### src/hdl/thermal_status_pkg.sv
package thermal_status_pkg;
	localparam int ADDR_W = 7;
	localparam int SYNC_STAGES = 2;

	// Three-level strap encoding from the pin comparators
	localparam logic [1:0] STRAP_LOW = 2'h0;
	localparam logic [1:0] STRAP_FLOAT = 2'h1;
	localparam logic [1:0] STRAP_HIGH = 2'h2;
	localparam logic [3:0] STRAP_LEVELS = 4'h3;

	// Slave address per strap pair, index = a * 3 + b
	localparam logic [ADDR_W-1:0] ADDR_TABLE [0:8] = '{
		7'h18, 7'h19, 7'h1A,
		7'h29, 7'h2A, 7'h2B,
		7'h4C, 7'h4D, 7'h4E
	};
	localparam logic [ADDR_W-1:0] ALERT_RESP_ADDR = 7'h0C;
	localparam logic ALERT_RESP_LSB = 1'h1;

	// Power-up values
	localparam logic [7:0] CMD_PTR_POR = 8'h01;
	localparam logic [7:0] HIGH_LIMIT_POR = 8'h7F;
	localparam logic [7:0] LOW_LIMIT_POR = 8'hC9;

	// Status byte bit positions
	localparam int STAT_BUSY_BIT = 7;
	localparam int STAT_OVER_BIT = 4;
	localparam int STAT_UNDER_BIT = 3;
	localparam int STAT_FAULT_BIT = 2;

	typedef struct packed {
		logic busy;
		logic [1:0] reserved_hi;
		logic over_limit_flag;
		logic under_limit_flag;
		logic sensor_fault;
		logic [1:0] reserved_lo;
	} alarm_and_activity_flags_t;

	typedef struct packed {
		logic over_limit;
		logic under_limit;
		logic sensor_fault;
	} alarm_events_t;

	typedef enum logic [1:0] {
		MODE_LATCHED,
		MODE_THERMOSTAT
	} alert_mode_t;
endpackage

### src/hdl/sticky_flag.sv
`timescale 1ns/100ps
module sticky_flag (
	input wire logic i_mclk,
	input wire logic i_srst,
	input wire logic i_set,
	input wire logic i_clr,
	output logic o_flag
);
	logic next_flag;

	// Set beats clear so an event landing on a clear is kept
	assign next_flag = i_set | (o_flag & ~i_clr);

	always_ff @(posedge i_mclk) begin
		if (i_srst) begin
			o_flag <= 1'b0;
		end else begin
			o_flag <= next_flag;
		end
	end
endmodule

### src/hdl/thermal_status_address_por.sv
`timescale 1ns/100ps
// What this block does
// [RQ1] Busy bit high while converting
// [RQ2] Bits 6,5,1,0 always read zero
// [RQ3] Over-limit alarm sets bit 4
// [RQ4] Thermostat mode: bit 4 mirrors alert pin
// [RQ5] Under-limit sets bit 3; zero in thermostat
// [RQ6] Sensor fault sets bit 2
// [RQ7] Latched mode alarms stick until read/reset
// [RQ8] Straps decode to one of nine addresses
// [RQ9] Straps sampled only during power-on reset
// [RQ10] Answer alert response address when interrupt pending
// [RQ11] Supply collapse clears all volatile state
// [RQ12] No conversions while supply lockout asserted
// [RQ13] Command pointer powers up at 01h
// [RQ14] Limits power up at max and min
// [RQ15] Power-up: interrupt latch clear, latched mode
// [RQ16] Host avoids access below 3V supply
// [RQ17] Alert response returns address, LSB one, clears latch
// [RQ18] Status read leaves interrupt latch alone
// [RQ19] Lower limit powers up at C9h
// [RQ20] Event during clearing read is kept
// [RQ21] Status captured at read start, held stable
module thermal_status_address_por (
	input wire logic i_mclk,
	input wire logic i_srst,
	input wire logic [1:0] i_addr_strap_a,
	input wire logic [1:0] i_addr_strap_b,
	input wire logic i_supply_lockout,
	input wire logic i_conv_active,
	input wire thermal_status_pkg::alarm_events_t i_events,
	input wire logic i_thermostat_sel,
	input wire logic i_alert_mask,
	input wire logic i_alert_pin_level,
	input wire logic i_status_rd_start,
	input wire logic i_status_rd_done,
	input wire logic i_ara_rd_done,
	input wire logic i_cmd_wr,
	input wire logic i_high_wr,
	input wire logic i_low_wr,
	input wire logic [7:0] i_wr_data,
	output thermal_status_pkg::alarm_and_activity_flags_t o_status,
	output logic [6:0] o_slave_addr,
	output logic o_ara_respond,
	output logic [7:0] o_ara_byte,
	output logic o_irq_pending,
	output logic o_conv_enable,
	output thermal_status_pkg::alert_mode_t o_mode,
	output logic [7:0] o_cmd_ptr,
	output logic [7:0] o_high_limit,
	output logic [7:0] o_low_limit
);
	import thermal_status_pkg::*;

	// Synchronisers: first stage is read only by the second
	logic [1:0] strap_a_meta;
	logic [1:0] strap_a_sync;
	logic [1:0] strap_b_meta;
	logic [1:0] strap_b_sync;
	logic lockout_meta;
	logic lockout_sync;

	always_ff @(posedge i_mclk) begin
		strap_a_meta <= i_addr_strap_a;
		strap_a_sync <= strap_a_meta;
		strap_b_meta <= i_addr_strap_b;
		strap_b_sync <= strap_b_meta;
		lockout_meta <= i_supply_lockout;
		lockout_sync <= lockout_meta;
	end

	// Strap decode; an illegal code is read as tied high
	wire [1:0] level_a = (strap_a_sync > STRAP_HIGH) ? STRAP_HIGH : strap_a_sync;
	wire [1:0] level_b = (strap_b_sync > STRAP_HIGH) ? STRAP_HIGH : strap_b_sync;
	wire [3:0] strap_index = 4'({2'h0, level_a}) * STRAP_LEVELS + 4'({2'h0, level_b}); // [RQ8]
	wire [6:0] decoded_addr = ADDR_TABLE[strap_index]; // [RQ8]

	// Latched only under reset: saves the float-detect bias afterwards
	always_ff @(posedge i_mclk) begin
		if (i_srst) begin
			o_slave_addr <= decoded_addr; // [RQ9]
		end
	end

	wire thermo = (o_mode == MODE_THERMOSTAT);
	wire any_event = i_events.over_limit | i_events.under_limit | i_events.sensor_fault;

	// Alarm flags; reset is the supply-collapse clear
	logic over_flag;
	logic under_flag;
	logic fault_flag;
	logic irq_latch;

	sticky_flag u_over (
		.i_mclk(i_mclk),
		.i_srst(i_srst), // [RQ11]
		.i_set(i_events.over_limit & ~thermo), // [RQ3] [RQ20]
		.i_clr(i_status_rd_done | thermo), // [RQ7]
		.o_flag(over_flag)
	);

	sticky_flag u_under (
		.i_mclk(i_mclk),
		.i_srst(i_srst),
		.i_set(i_events.under_limit & ~thermo), // [RQ5] [RQ20]
		.i_clr(i_status_rd_done | thermo), // [RQ7]
		.o_flag(under_flag)
	);

	sticky_flag u_fault (
		.i_mclk(i_mclk),
		.i_srst(i_srst),
		.i_set(i_events.sensor_fault), // [RQ6] [RQ20]
		.i_clr(i_status_rd_done),
		.o_flag(fault_flag)
	);

	// Status read does not touch this latch
	sticky_flag u_irq (
		.i_mclk(i_mclk),
		.i_srst(i_srst), // [RQ15]
		.i_set(any_event & ~i_alert_mask & ~thermo),
		.i_clr(i_ara_rd_done), // [RQ17] [RQ18]
		.o_flag(irq_latch)
	);

	wire live_busy = i_conv_active & o_conv_enable; // [RQ1]
	wire live_over = thermo ? i_alert_pin_level : over_flag; // [RQ4]
	wire live_under = thermo ? 1'b0 : under_flag; // [RQ5]

	alarm_and_activity_flags_t live_status;
	assign live_status = '{
		busy: live_busy,
		reserved_hi: 2'h0, // [RQ2]
		over_limit_flag: live_over,
		under_limit_flag: live_under,
		sensor_fault: fault_flag,
		reserved_lo: 2'h0 // [RQ2]
	};

	always_ff @(posedge i_mclk) begin
		if (i_srst) begin
			o_status <= '0;
		end else if (i_status_rd_start) begin
			o_status <= live_status; // [RQ21]
		end
	end

	// Converter gate follows the synchronised lockout
	always_ff @(posedge i_mclk) begin
		if (i_srst) begin
			o_conv_enable <= 1'b0;
		end else begin
			o_conv_enable <= ~lockout_sync; // [RQ12]
		end
	end

	assign o_irq_pending = irq_latch;
	assign o_ara_respond = irq_latch; // [RQ10]
	assign o_ara_byte = {o_slave_addr, ALERT_RESP_LSB}; // [RQ17]

	// Volatile registers with power-up defaults
	always_ff @(posedge i_mclk) begin
		if (i_srst) begin
			o_mode <= MODE_LATCHED; // [RQ15]
			o_cmd_ptr <= CMD_PTR_POR; // [RQ13]
			o_high_limit <= HIGH_LIMIT_POR; // [RQ14]
			o_low_limit <= LOW_LIMIT_POR; // [RQ14] [RQ19]
		end else begin
			o_mode <= i_thermostat_sel ? MODE_THERMOSTAT : MODE_LATCHED;
			if (i_cmd_wr) begin
				o_cmd_ptr <= i_wr_data;
			end
			if (i_high_wr) begin
				o_high_limit <= i_wr_data;
			end
			if (i_low_wr) begin
				o_low_limit <= i_wr_data;
			end
		end
	end
endmodule

### config.mk
export PLATFORM = sky130hd
export DESIGN_NAME = thermal_status_address_por
export DESIGN_NICKNAME = d
export VERILOG_FILES = /design/src/hdl/thermal_status_pkg.sv /design/src/hdl/sticky_flag.sv /design/src/hdl/thermal_status_address_por.sv
export SDC_FILE = /design/constraint.sdc
export NUM_CORES = 1
export LEC_CHECK = 0
export BUFFER_PORTS_ARGS = -buffer_cell sky130_fd_sc_hd__buf_2
export CORE_MARGIN = 2
export CORE_UTILIZATION = 30
export DETAILED_ROUTE_END_ITERATION = 12
export HOLD_SLACK_MARGIN = 0.15
export PLACE_DENSITY = 0.51
export SYNTH_ARGS = -nofsm -noshare
export SYNTH_HDL_FRONTEND = slang
export SYNTH_HIERARCHICAL = 1
export SYNTH_SLANG_ARGS = --single-unit
### constraint.sdc
create_clock -name i_mclk -period 6.23 [get_ports i_mclk]
set_clock_uncertainty 0.05 [all_clocks]
set_input_delay 0.3115 -clock i_mclk [delete_from_list [all_inputs] [get_ports i_mclk]]
set_output_delay 0.3115 -clock i_mclk [all_outputs]
set_load 0.03 [all_outputs]
Word level (Yosys, flattened, before mapping):

Memory sizes are Yosys's and may differ from the RTL's. A register that Yosys moved wholly into a read port is not among the register bits.
Index checks and enable logic that the tools add are counted.

* bits in read-only memories: 112
* bits in writable memories: 0
* latch bits: 0
* memories: 1
* flip-flop bits (word level): 45
* logic and storage cells: 53

* shift-type cells: 0
* order comparisons: 2
* add/sub/neg operators: 1
* reduce and logical (&&, ||, !) cells: 0
* muxes and demuxes: 5
* bitwise operators: 23
* equal/unequal tests: 1
* divide/modulo/power cells: 0
* $mul: 1

Memory list
* (name not given): depth 16, width 7, rd ports 1, clocked after Yosys merged registers in 1, write ports 0, RTL line thermal_status_address_por.sv:76 `wire [6:0] decoded_addr = ADDR_TABLE[strap_index];`

Operators by type and width (count)
* bitwise AND 1 bit: 9
* OR 1 bit: 7
* NOT 1 bit: 6
* NOT 4 -> 5 bit: 1
* adder 4 x 2 -> 4 bit: 1
* greater-than comparator 2 bit, second input constant: 2
* multiplier 2 x 2 -> 4 bit, second input constant: 1
* two-way mux 2 bit: 2
* two-way mux 1 bit: 3
* equality test 2 x 1 -> 1 bit, second input constant: 1

Depth between registers and ports, before layout:

Gate-level depths: netlist (run 1).

* word-level depth: 5
* mapped depth: 6
* mapped depth without buffers: 6

Cells and area by module:

The synthesis (run 1) kept the hierarchy.

Modules (own cells, without submodules)
* thermal_status_address_por: sequential area each 950.9 sq um, instances 1, area an instance 1754.2 sq um, cells an instance 162
* sticky_flag: sequential area each 20.0 sq um, instances 4, area an instance 38.8 sq um, cells an instance 4

Worst setup path before layout (run 1):

Ideal clock, no wire load.

* path type: register -> register
* from: register strap_a_sync[1]
* to: register o_slave_addr[5] (data pin)
* cell stages (with the launch flop): 7
* slack: 3.922 ns
* required time: 5.908 ns
* arrival time: 1.987 ns
* setup time: 0.272 ns
* cells stage by stage: dfxtp_1 or2_2 ha_1 ha_1 xnor2_2 nor3_1 or4_1

* cells in the longest elaborated chain, start to end: 5

RTL lines
* from (decl): RTL line thermal_status_address_por.sv:57 `logic [1:0] strap_a_sync;`
* from (signal assigned): RTL line thermal_status_address_por.sv:65 `strap_a_sync <= strap_a_meta;`
* greater-than comparator 2 bit: RTL line thermal_status_address_por.sv:73 `wire [1:0] level_a = (strap_a_sync > STRAP_HIGH) ? STRAP_HIGH : strap_a_sync;`
* two-way mux 2 bit (*): RTL line thermal_status_address_por.sv:73
* multiplier 2 x 2 -> 4 bit (*): RTL line thermal_status_address_por.sv:75 `wire [3:0] strap_index = 4'({2'h0, level_a}) * STRAP_LEVELS + 4'({2'h0, level_b});`
* adder 4 x 2 -> 4 bit (*): RTL line thermal_status_address_por.sv:75
* NOT 4 -> 5 bit (implied by the code) (*): RTL line thermal_status_address_por.sv:76
* to (decl): RTL line thermal_status_address_por.sv:43 `output logic [6:0] o_slave_addr,`

Every way passes the cells marked *; elsewhere a longest branch is shown, timed or not.
A chain may end at the register's enable or synchronous reset.

Worst setup path in the final report (run 1):

Ends and elaborated chain as after synthesis.

==> results of run 1 <==
-- state kept, by name, summed over array words and instances (netlist names), 2 cells and up --
signal / cells
strap_b_sync: 2
o_high_limit: 8
o_low_limit: 8
strap_a_sync: 2
strap_a_meta: 2
o_status: 4
o_slave_addr: 5
o_cmd_ptr: 8
strap_b_meta: 2
-- final timing paths --
kind	startpoint	endpoint	cells past startpoint	slack, ns
worst max-delay path	strap_a_sync[1]	o_slave_addr[5]	6	3.78
worst min-delay path	i_thermostat_sel	o_mode[0]	2	0.19
worst max register to register	strap_a_sync[1]	o_slave_addr[5]	6	3.78
worst min register to register	strap_b_meta[1]	strap_b_sync[1]	0	0.28
-- cells by family after synthesis --
group	count (synthesis)	share of synthesized area (%)
and+or+nand+nor	56	15.4
DFF	49	54.0
buffers and inverters	29	9.11
AOI/OAI and AO/OA	22	9.57
muxes	15	7.86
adders and majority gates	3	1.97
other	2	0.393
xor gates and xnor gates	2	1.70
-- routing by layer --
layer	part of all wire [%]	track usage [%]	vias up
met3	4.6	2.47	4
met4	1.7	5.72	0
li1	-	-	699
met5	0	0	-
met1	44	12.9	641
met2	50	18.0	35
-- power by group --
group	internal, mW	leakage (nW)	switching (mW)
Combinational	0.0423	0.645	0.0787
Sequential	0.339	0.417	0.00936
Clock	0.0780	0.0450	0.0998
Total	0.459	1.11	0.188
-- worst reg2reg max path, delay by kind of cell (launching register included) --
kind / cells / cell delay (ns)
fa+ha+maj: 2 / 0.56
flops: 1 / 0.40
xor+xnor: 1 / 0.26
simple gates: 3 / 0.93
-- cells in the mapped netlist (all sizes together) --
| cell | instances |
|---|---|
| inv | 4 |
| a21oi | 6 |
| nand3 | 1 |
| xor2 | 1 |
| nor3 | 6 |
| a21boi | 1 |
| a211oi | 1 |
| o21a | 1 |
| mux2i | 15 |
| nor2b | 17 |
| nand3b | 1 |
| clkbuf | 7 |
| or4 | 1 |
| buf | 18 |
| xnor2 | 1 |
| edfxtp | 5 |
| dfxtp | 44 |
| ha | 3 |
| o32a | 1 |
| or2 | 2 |
| nand2 | 1 |
| nor2 | 19 |
| nand2b | 8 |
| a211o | 12 |
| conb | 2 |
-- cell type report --
| type | instances | area (um2) |
|---|---|---|
| clock buffers | 6 | 72.6 |
| flip-flops and latches | 49 | 1030 |
| inverters | 4 | 15.0 |
| repair buffers | 76 | 405 |
| multi-input cells | 106 | 727 |
| clock inverters | 2 | 10.0 |
| fillers | 643 | 3880 |
| well taps | 77 | 96.3 |
==> impl_metrics.prom, run 1 <==
# TYPE chip_impl_metric gauge
chip_impl_metric{name="hold_viol",unit=""} 0
chip_impl_info{name="critPathMostFrequentCell",value="ha_1"} 1
chip_impl_info{name="hold_path.class",value="in -> reg"} 1
chip_impl_info{name="mostFrequentLayoutCell",value="buf_2"} 1
chip_impl_metric{name="placedInstanceArea",unit="um2"} 2220
chip_impl_metric{name="start_util",unit="%"} 30.6
chip_impl_metric{name="min_period_over_period",unit="%"} 39.4
chip_impl_metric{name="clk_pin_slew_worst_paths",unit="ns"} 0.08
chip_impl_metric{name="vdd.ir_drop.worst",unit="mV"} 0.0975
chip_impl_metric{name="total_wire_length_after_detailed_routing",unit="um"} 3690
chip_impl_metric{name="drv_cap",unit=""} 0
chip_impl_metric{name="setup_viol_count_final",unit=""} 0
chip_impl_info{name="tritoncts_clock_tree",value="built"} 1
chip_impl_metric{name="postRouteAntennaNets",unit=""} 0
chip_impl_metric{name="cts_repair_resize_count",unit=""} 0
chip_impl_metric{name="p_per_area",unit="nW/um2"} 274
chip_impl_metric{name="design_power_total",unit="uW"} 647
chip_impl_metric{name="final.hold.worst_slack",unit="ns"} 0.187
chip_impl_metric{name="final_net_count",unit=""} 273
chip_impl_metric{name="ys.warnings.count",unit=""} 6
chip_impl_metric{name="io_buffers",unit=""} 71
chip_impl_metric{name="required",unit="ns"} 6.21
chip_impl_metric{name="num_vias",unit=""} 1379
chip_impl_metric{name="global_route_wire_length_before_repair",unit="um"} 5980
chip_impl_info{name="mostFrequentLayoutCells",value="buf_2, dfxtp_1, nor2_1"} 1
chip_impl_metric{name="critical_path.n_buffers_inverters",unit=""} 0
chip_impl_metric{name="chipHeight",unit="um"} 83.8
chip_impl_metric{name="clockBufferDepth",unit=""} 2
chip_impl_metric{name="routed_wire_length_per_instance",unit="um"} 11.5
chip_impl_metric{name="final_layout_size_suffix_gt1_share",unit="%"} 35.4
chip_impl_metric{name="final_util",unit="%"} 37.8
chip_impl_metric{name="timing.fmax",unit="GHz"} 0.407
chip_impl_metric{name="timing.slew.headroom",unit="%"} 46.7
chip_impl_metric{name="fin_ws",unit="ns"} 3.78
chip_impl_metric{name="htree_levels",unit=""} 2
chip_impl_info{name="cts-root-buf",value="clkbuf_8"} 1
chip_impl_metric{name="cts.sink_count",unit=""} 49
chip_impl_info{name="synth_top_area_cell",value="dfxtp_1"} 1
chip_impl_metric{name="cts-buffers-inserted",unit=""} 5
chip_impl_metric{name="seq_area_frac_synth",unit="%"} 54.0
chip_impl_metric{name="avgViaCountPerCell",unit=""} 4.31
chip_impl_metric{name="chipWidth",unit="um"} 83.8
chip_impl_info{name="worst-setup-path-type",value="reg -> reg"} 1
chip_impl_metric{name="post-route-cell-area",unit="um2"} 2360
chip_impl_info{name="run_status",value="complete, no violations"} 1
chip_impl_metric{name="detail_route.drc_violations",unit=""} 0
chip_impl_metric{name="final.min_clock_period",unit="ns"} 2.45
chip_impl_info{name="rsz0062_at_grt",value="false"} 1
chip_impl_metric{name="routabilityCongestion",unit=""} 0.729
chip_impl_metric{name="dp_hpwl",unit="um"} 2560
chip_impl_metric{name="worstPathArrival",unit="ns"} 2.44
chip_impl_metric{name="place.detailed.instances",unit=""} 307
chip_impl_metric{name="grt_overflow",unit=""} 0
chip_impl_metric{name="cts.hold.buffers_added",unit=""} 5
chip_impl_info{name="netlist_top_cells_area",value="dfxtp_1, edfxtp_1, mux2i_1"} 1
chip_impl_metric{name="core-area",unit="um2"} 6240
chip_impl_metric{name="pin_count_of_the_biggest_net_entering_global_routing",unit=""} 40
chip_impl_metric{name="post-synth-top-area-fraction",unit="%"} 46.1
chip_impl_metric{name="post_synth.cell_area_avg",unit="um2"} 10.7
chip_impl_metric{name="diodes",unit=""} 0
chip_impl_metric{name="total_leakage_power",unit="nW"} 1.11
chip_impl_info{name="cpMaxStageDelayCell",value="or4_1"} 1
chip_impl_info{name="end_kind",value="flip-flop"} 1
chip_impl_metric{name="clock_insertion_delay_worst_skew",unit="ns"} 0.29
chip_impl_info{name="worstPathCellList",value="or2_2, ha_1, ha_1, xnor2_2, nor3_1, or4_1"} 1
chip_impl_metric{name="initialDrtViolationCount",unit=""} 39
chip_impl_metric{name="tightestPinTransition",unit="ns"} 0.800
chip_impl_metric{name="post_cts_buffers",unit=""} 0
chip_impl_metric{name="finalSetupTns",unit="ns"} 0
chip_impl_metric{name="area_of_the_die",unit="um2"} 7020
chip_impl_metric{name="initial_antenna_violation_count",unit=""} 0
chip_impl_info{name="worst_setup_path_start_kind",value="flip-flop"} 1
chip_impl_metric{name="finalMaxSlewViolations",unit=""} 0
chip_impl_metric{name="ys_seq_elements",unit=""} 49
chip_impl_metric{name="grt_util_all_layers",unit="%"} 10.8
chip_impl_metric{name="slowest_stage_delay_cp",unit="ns"} 0.52
chip_impl_metric{name="pin_count",unit=""} 80
chip_impl_metric{name="worstPathMaxFanout",unit=""} 9
chip_impl_metric{name="area_growth",unit="%"} 23.5
chip_impl_metric{name="detailedPlace.worstSlack",unit="ns"} 3.78
chip_impl_metric{name="drtPass1Iterations",unit=""} 3
chip_impl_metric{name="grt_pass1_vias",unit=""} 1305
chip_impl_metric{name="instances_no_fill",unit=""} 320
chip_impl_metric{name="core.rowCount",unit=""} 29
chip_impl_metric{name="syn_area",unit="um2"} 1910
chip_impl_metric{name="yosysUniqueCellTypes",unit=""} 27
chip_impl_metric{name="number_of_instances_in_the_synthesized_netlist",unit=""} 178
chip_impl_info{name="critPathTopFamily",value="simple AND/OR/NAND/NOR gates"} 1
(Power assumes the default switching activity.)
==> run 2, diff against run 1 <==
==> constraint.sdc (replaced) <==
create_clock -name i_mclk -period 2.5 [get_ports i_mclk]
set_clock_uncertainty 0.05 [all_clocks]
set_input_delay 0.125 -clock i_mclk [delete_from_list [all_inputs] [get_ports i_mclk]]
set_output_delay 0.125 -clock i_mclk [all_outputs]
set_load 0.03 [all_outputs]
==> run 2 against run 1 <==
Register-to-register slack got worse by 3.6 ns. Wire length rose by 3.4%. Count of clock-buffer cells in the layout increased by 1. Largest cell class unchanged. Final cell count increased by 6.6%. Utilization up 3.9 points. Combinational power grew to 2.7 times the previous value. Hold slack worse by 0.025 ns.
==> impl_metrics.prom, run 2 (synthesis results as in run 1) <==
# TYPE chip_impl_metric gauge
chip_impl_metric{name="pwr-share-clk",unit="%"} 32.5
chip_impl_metric{name="cts.sink_count",unit=""} 49
chip_impl_metric{name="clk_pin_slew_worst_paths",unit="ns"} 0.08
chip_impl_metric{name="global_route_wire_length_before_repair",unit="um"} 6360
chip_impl_metric{name="clockBufferDepth",unit=""} 2
chip_impl_metric{name="instances_no_fill",unit=""} 341
chip_impl_metric{name="start_util",unit="%"} 30.6
chip_impl_metric{name="routabilityCongestion",unit=""} 0.683
chip_impl_metric{name="comb_power_share",unit="%"} 18.6
chip_impl_metric{name="p_per_area",unit="nW/um2"} 681
chip_impl_metric{name="worstPathArrival",unit="ns"} 2.33
chip_impl_metric{name="grt_overflow",unit=""} 0
chip_impl_metric{name="final.fill_count",unit=""} 636
chip_impl_metric{name="postRouteAntennaNets",unit=""} 0
chip_impl_metric{name="total_wire_length_after_detailed_routing",unit="um"} 3810
chip_impl_metric{name="cts-buffers-inserted",unit=""} 5
chip_impl_metric{name="initial_antenna_violation_count",unit=""} 0
chip_impl_metric{name="area_of_the_die",unit="um2"} 7020
chip_impl_metric{name="required",unit="ns"} 2.48
chip_impl_metric{name="diodes",unit=""} 0
chip_impl_metric{name="chipWidth",unit="um"} 83.8
chip_impl_metric{name="drtPass1Iterations",unit=""} 4
chip_impl_info{name="worst-setup-path-type",value="reg -> reg"} 1
chip_impl_info{name="mostFrequentLayoutCells",value="buf_2, dfxtp_1, dlygate4sd3_1"} 1
chip_impl_metric{name="chipHeight",unit="um"} 83.8
chip_impl_metric{name="initialDrtViolationCount",unit=""} 29
chip_impl_metric{name="design_power_total",unit="mW"} 1.77
chip_impl_metric{name="fin_ws",unit="ns"} 0.147
chip_impl_metric{name="pin_count_of_the_biggest_net_entering_global_routing",unit=""} 40
chip_impl_info{name="worst_setup_path_start_kind",value="flip-flop"} 1
chip_impl_metric{name="tightestPinTransition",unit="ns"} 0.792
chip_impl_metric{name="place.detailed.instances",unit=""} 308
chip_impl_info{name="cts-root-buf",value="clkbuf_8"} 1
chip_impl_metric{name="detail_route.drc_violations",unit=""} 0
chip_impl_metric{name="timing.slew.headroom",unit="%"} 47.2
chip_impl_metric{name="pin_count",unit=""} 80
chip_impl_metric{name="internal_power",unit="mW"} 1.30
chip_impl_info{name="end_kind",value="flip-flop"} 1
chip_impl_metric{name="worstPathMaxFanout",unit=""} 5
chip_impl_metric{name="finalSetupTns",unit="ns"} 0
chip_impl_metric{name="final_util",unit="%"} 41.6
chip_impl_metric{name="final_layout_size_suffix_gt1_share",unit="%"} 33.0
chip_impl_metric{name="htree_levels",unit=""} 2
chip_impl_metric{name="grt_pass1_vias",unit=""} 1381
chip_impl_metric{name="final_net_count",unit=""} 294
chip_impl_metric{name="num_vias",unit=""} 1439
chip_impl_info{name="mostFrequentLayoutCell",value="buf_2"} 1
chip_impl_info{name="top_regs",value="o_cmd_ptr x8, o_high_limit x8, o_low_limit x8"} 1
chip_impl_metric{name="core.rowCount",unit=""} 29
chip_impl_metric{name="min_period_over_period",unit="%"} 94.1
chip_impl_metric{name="setup_viol_count_final",unit=""} 0
chip_impl_metric{name="hold_viol",unit=""} 0
chip_impl_metric{name="area_growth",unit="%"} 36.1
chip_impl_metric{name="placedInstanceArea",unit="um2"} 2230
chip_impl_metric{name="finalMaxSlewViolations",unit=""} 0
chip_impl_metric{name="final.min_clock_period",unit="ns"} 2.35
chip_impl_info{name="run_status",value="complete, no violations"} 1
chip_impl_info{name="hold_path.class",value="in -> reg"} 1
chip_impl_metric{name="routed_wire_length_per_instance",unit="um"} 11.2
chip_impl_metric{name="dp_hpwl",unit="um"} 2600
chip_impl_metric{name="detailedPlace.worstSlack",unit="ns"} 0.145
chip_impl_metric{name="timing.fmax",unit="GHz"} 0.425
chip_impl_metric{name="clock_insertion_delay_worst_skew",unit="ns"} 0.29
chip_impl_metric{name="io_buffers",unit=""} 71
chip_impl_metric{name="total_leakage_power",unit="nW"} 1.21
chip_impl_metric{name="p_seq_share",unit="%"} 48.9
chip_impl_metric{name="core-area",unit="um2"} 6240
chip_impl_metric{name="drv_cap",unit=""} 0
chip_impl_metric{name="fraction_of_power_spent_switching_nets",unit="%"} 26.7
chip_impl_info{name="rsz0062_at_grt",value="false"} 1
chip_impl_metric{name="final.hold.worst_slack",unit="ns"} 0.162
chip_impl_metric{name="switchingPower",unit="uW"} 472
chip_impl_metric{name="post_cts_buffers",unit=""} 0
chip_impl_metric{name="grt_util_all_layers",unit="%"} 11.2
chip_impl_metric{name="post-route-cell-area",unit="um2"} 2600
chip_impl_info{name="tritoncts_clock_tree",value="built"} 1
chip_impl_metric{name="vdd.ir_drop.worst",unit="mV"} 0.289
chip_impl_metric{name="avgViaCountPerCell",unit=""} 4.22
-- run 2: layout make-up --
class	count	area, um2	area share [%]
Sequential cell	49	1030	39.7
Clock buffer	7	86.3	3.32
Multi-Input combinational cell	106	727	28.0
Clock inverter	1	30.0	1.16
Tap cell	77	96.3	3.71
Inverter	4	15.0	0.578
Timing Repair Buffer	97	613	23.6
-- run 2: what timing repair did --
action,in CTS,in global routing
resized for setup,0,0
hold buffers,25,0
hold endpoints to repair,38,0
-- run 2: worst max-delay path, stage by stage (launching register included) --
cell and delay (ns):
dfxtp_1 0.32, or2_2 0.29, ha_1 0.30, ha_1 0.26
xnor2_2 0.26, nor3_1 0.08, or4_1 0.53
-- run 2: final timing paths --
path / to / cells after the start / slack (ns) / start
min reg2reg: strap_b_sync[1] / 0 / 0.28 / strap_b_meta[1]
max reg2reg: o_slave_addr[5] / 6 / 0.15 / strap_a_sync[1]
min: u_over/o_flag / 4 / 0.16 / i_status_rd_done
max: o_slave_addr[5] / 6 / 0.15 / strap_a_sync[1]
-- run 2: power groups by stage --
| stage | registers (mW) | clock network (mW) | logic [mW] |
|---|---|---|---|
| 3_5_place_dp | 0.885 | 0 | 0.303 |
| 4_1_cts | 0.867 | 0.606 | 0.333 |
| 2_1_floorplan | 0.958 | 0 | 0.159 |
| 5_1_grt | 0.873 | 0.633 | 0.355 |
| 6_report | 0.866 | 0.575 | 0.329 |
| 3_3_place_gp | 0.884 | 0 | 0.301 |
-- run 2: per-layer routing --
layer	part of all wire, %	GRT usage (%)
met1	43	13.6
met3	4.8	2.77
met5	0	0
met4	1.1	3.96
met2	51	19.3
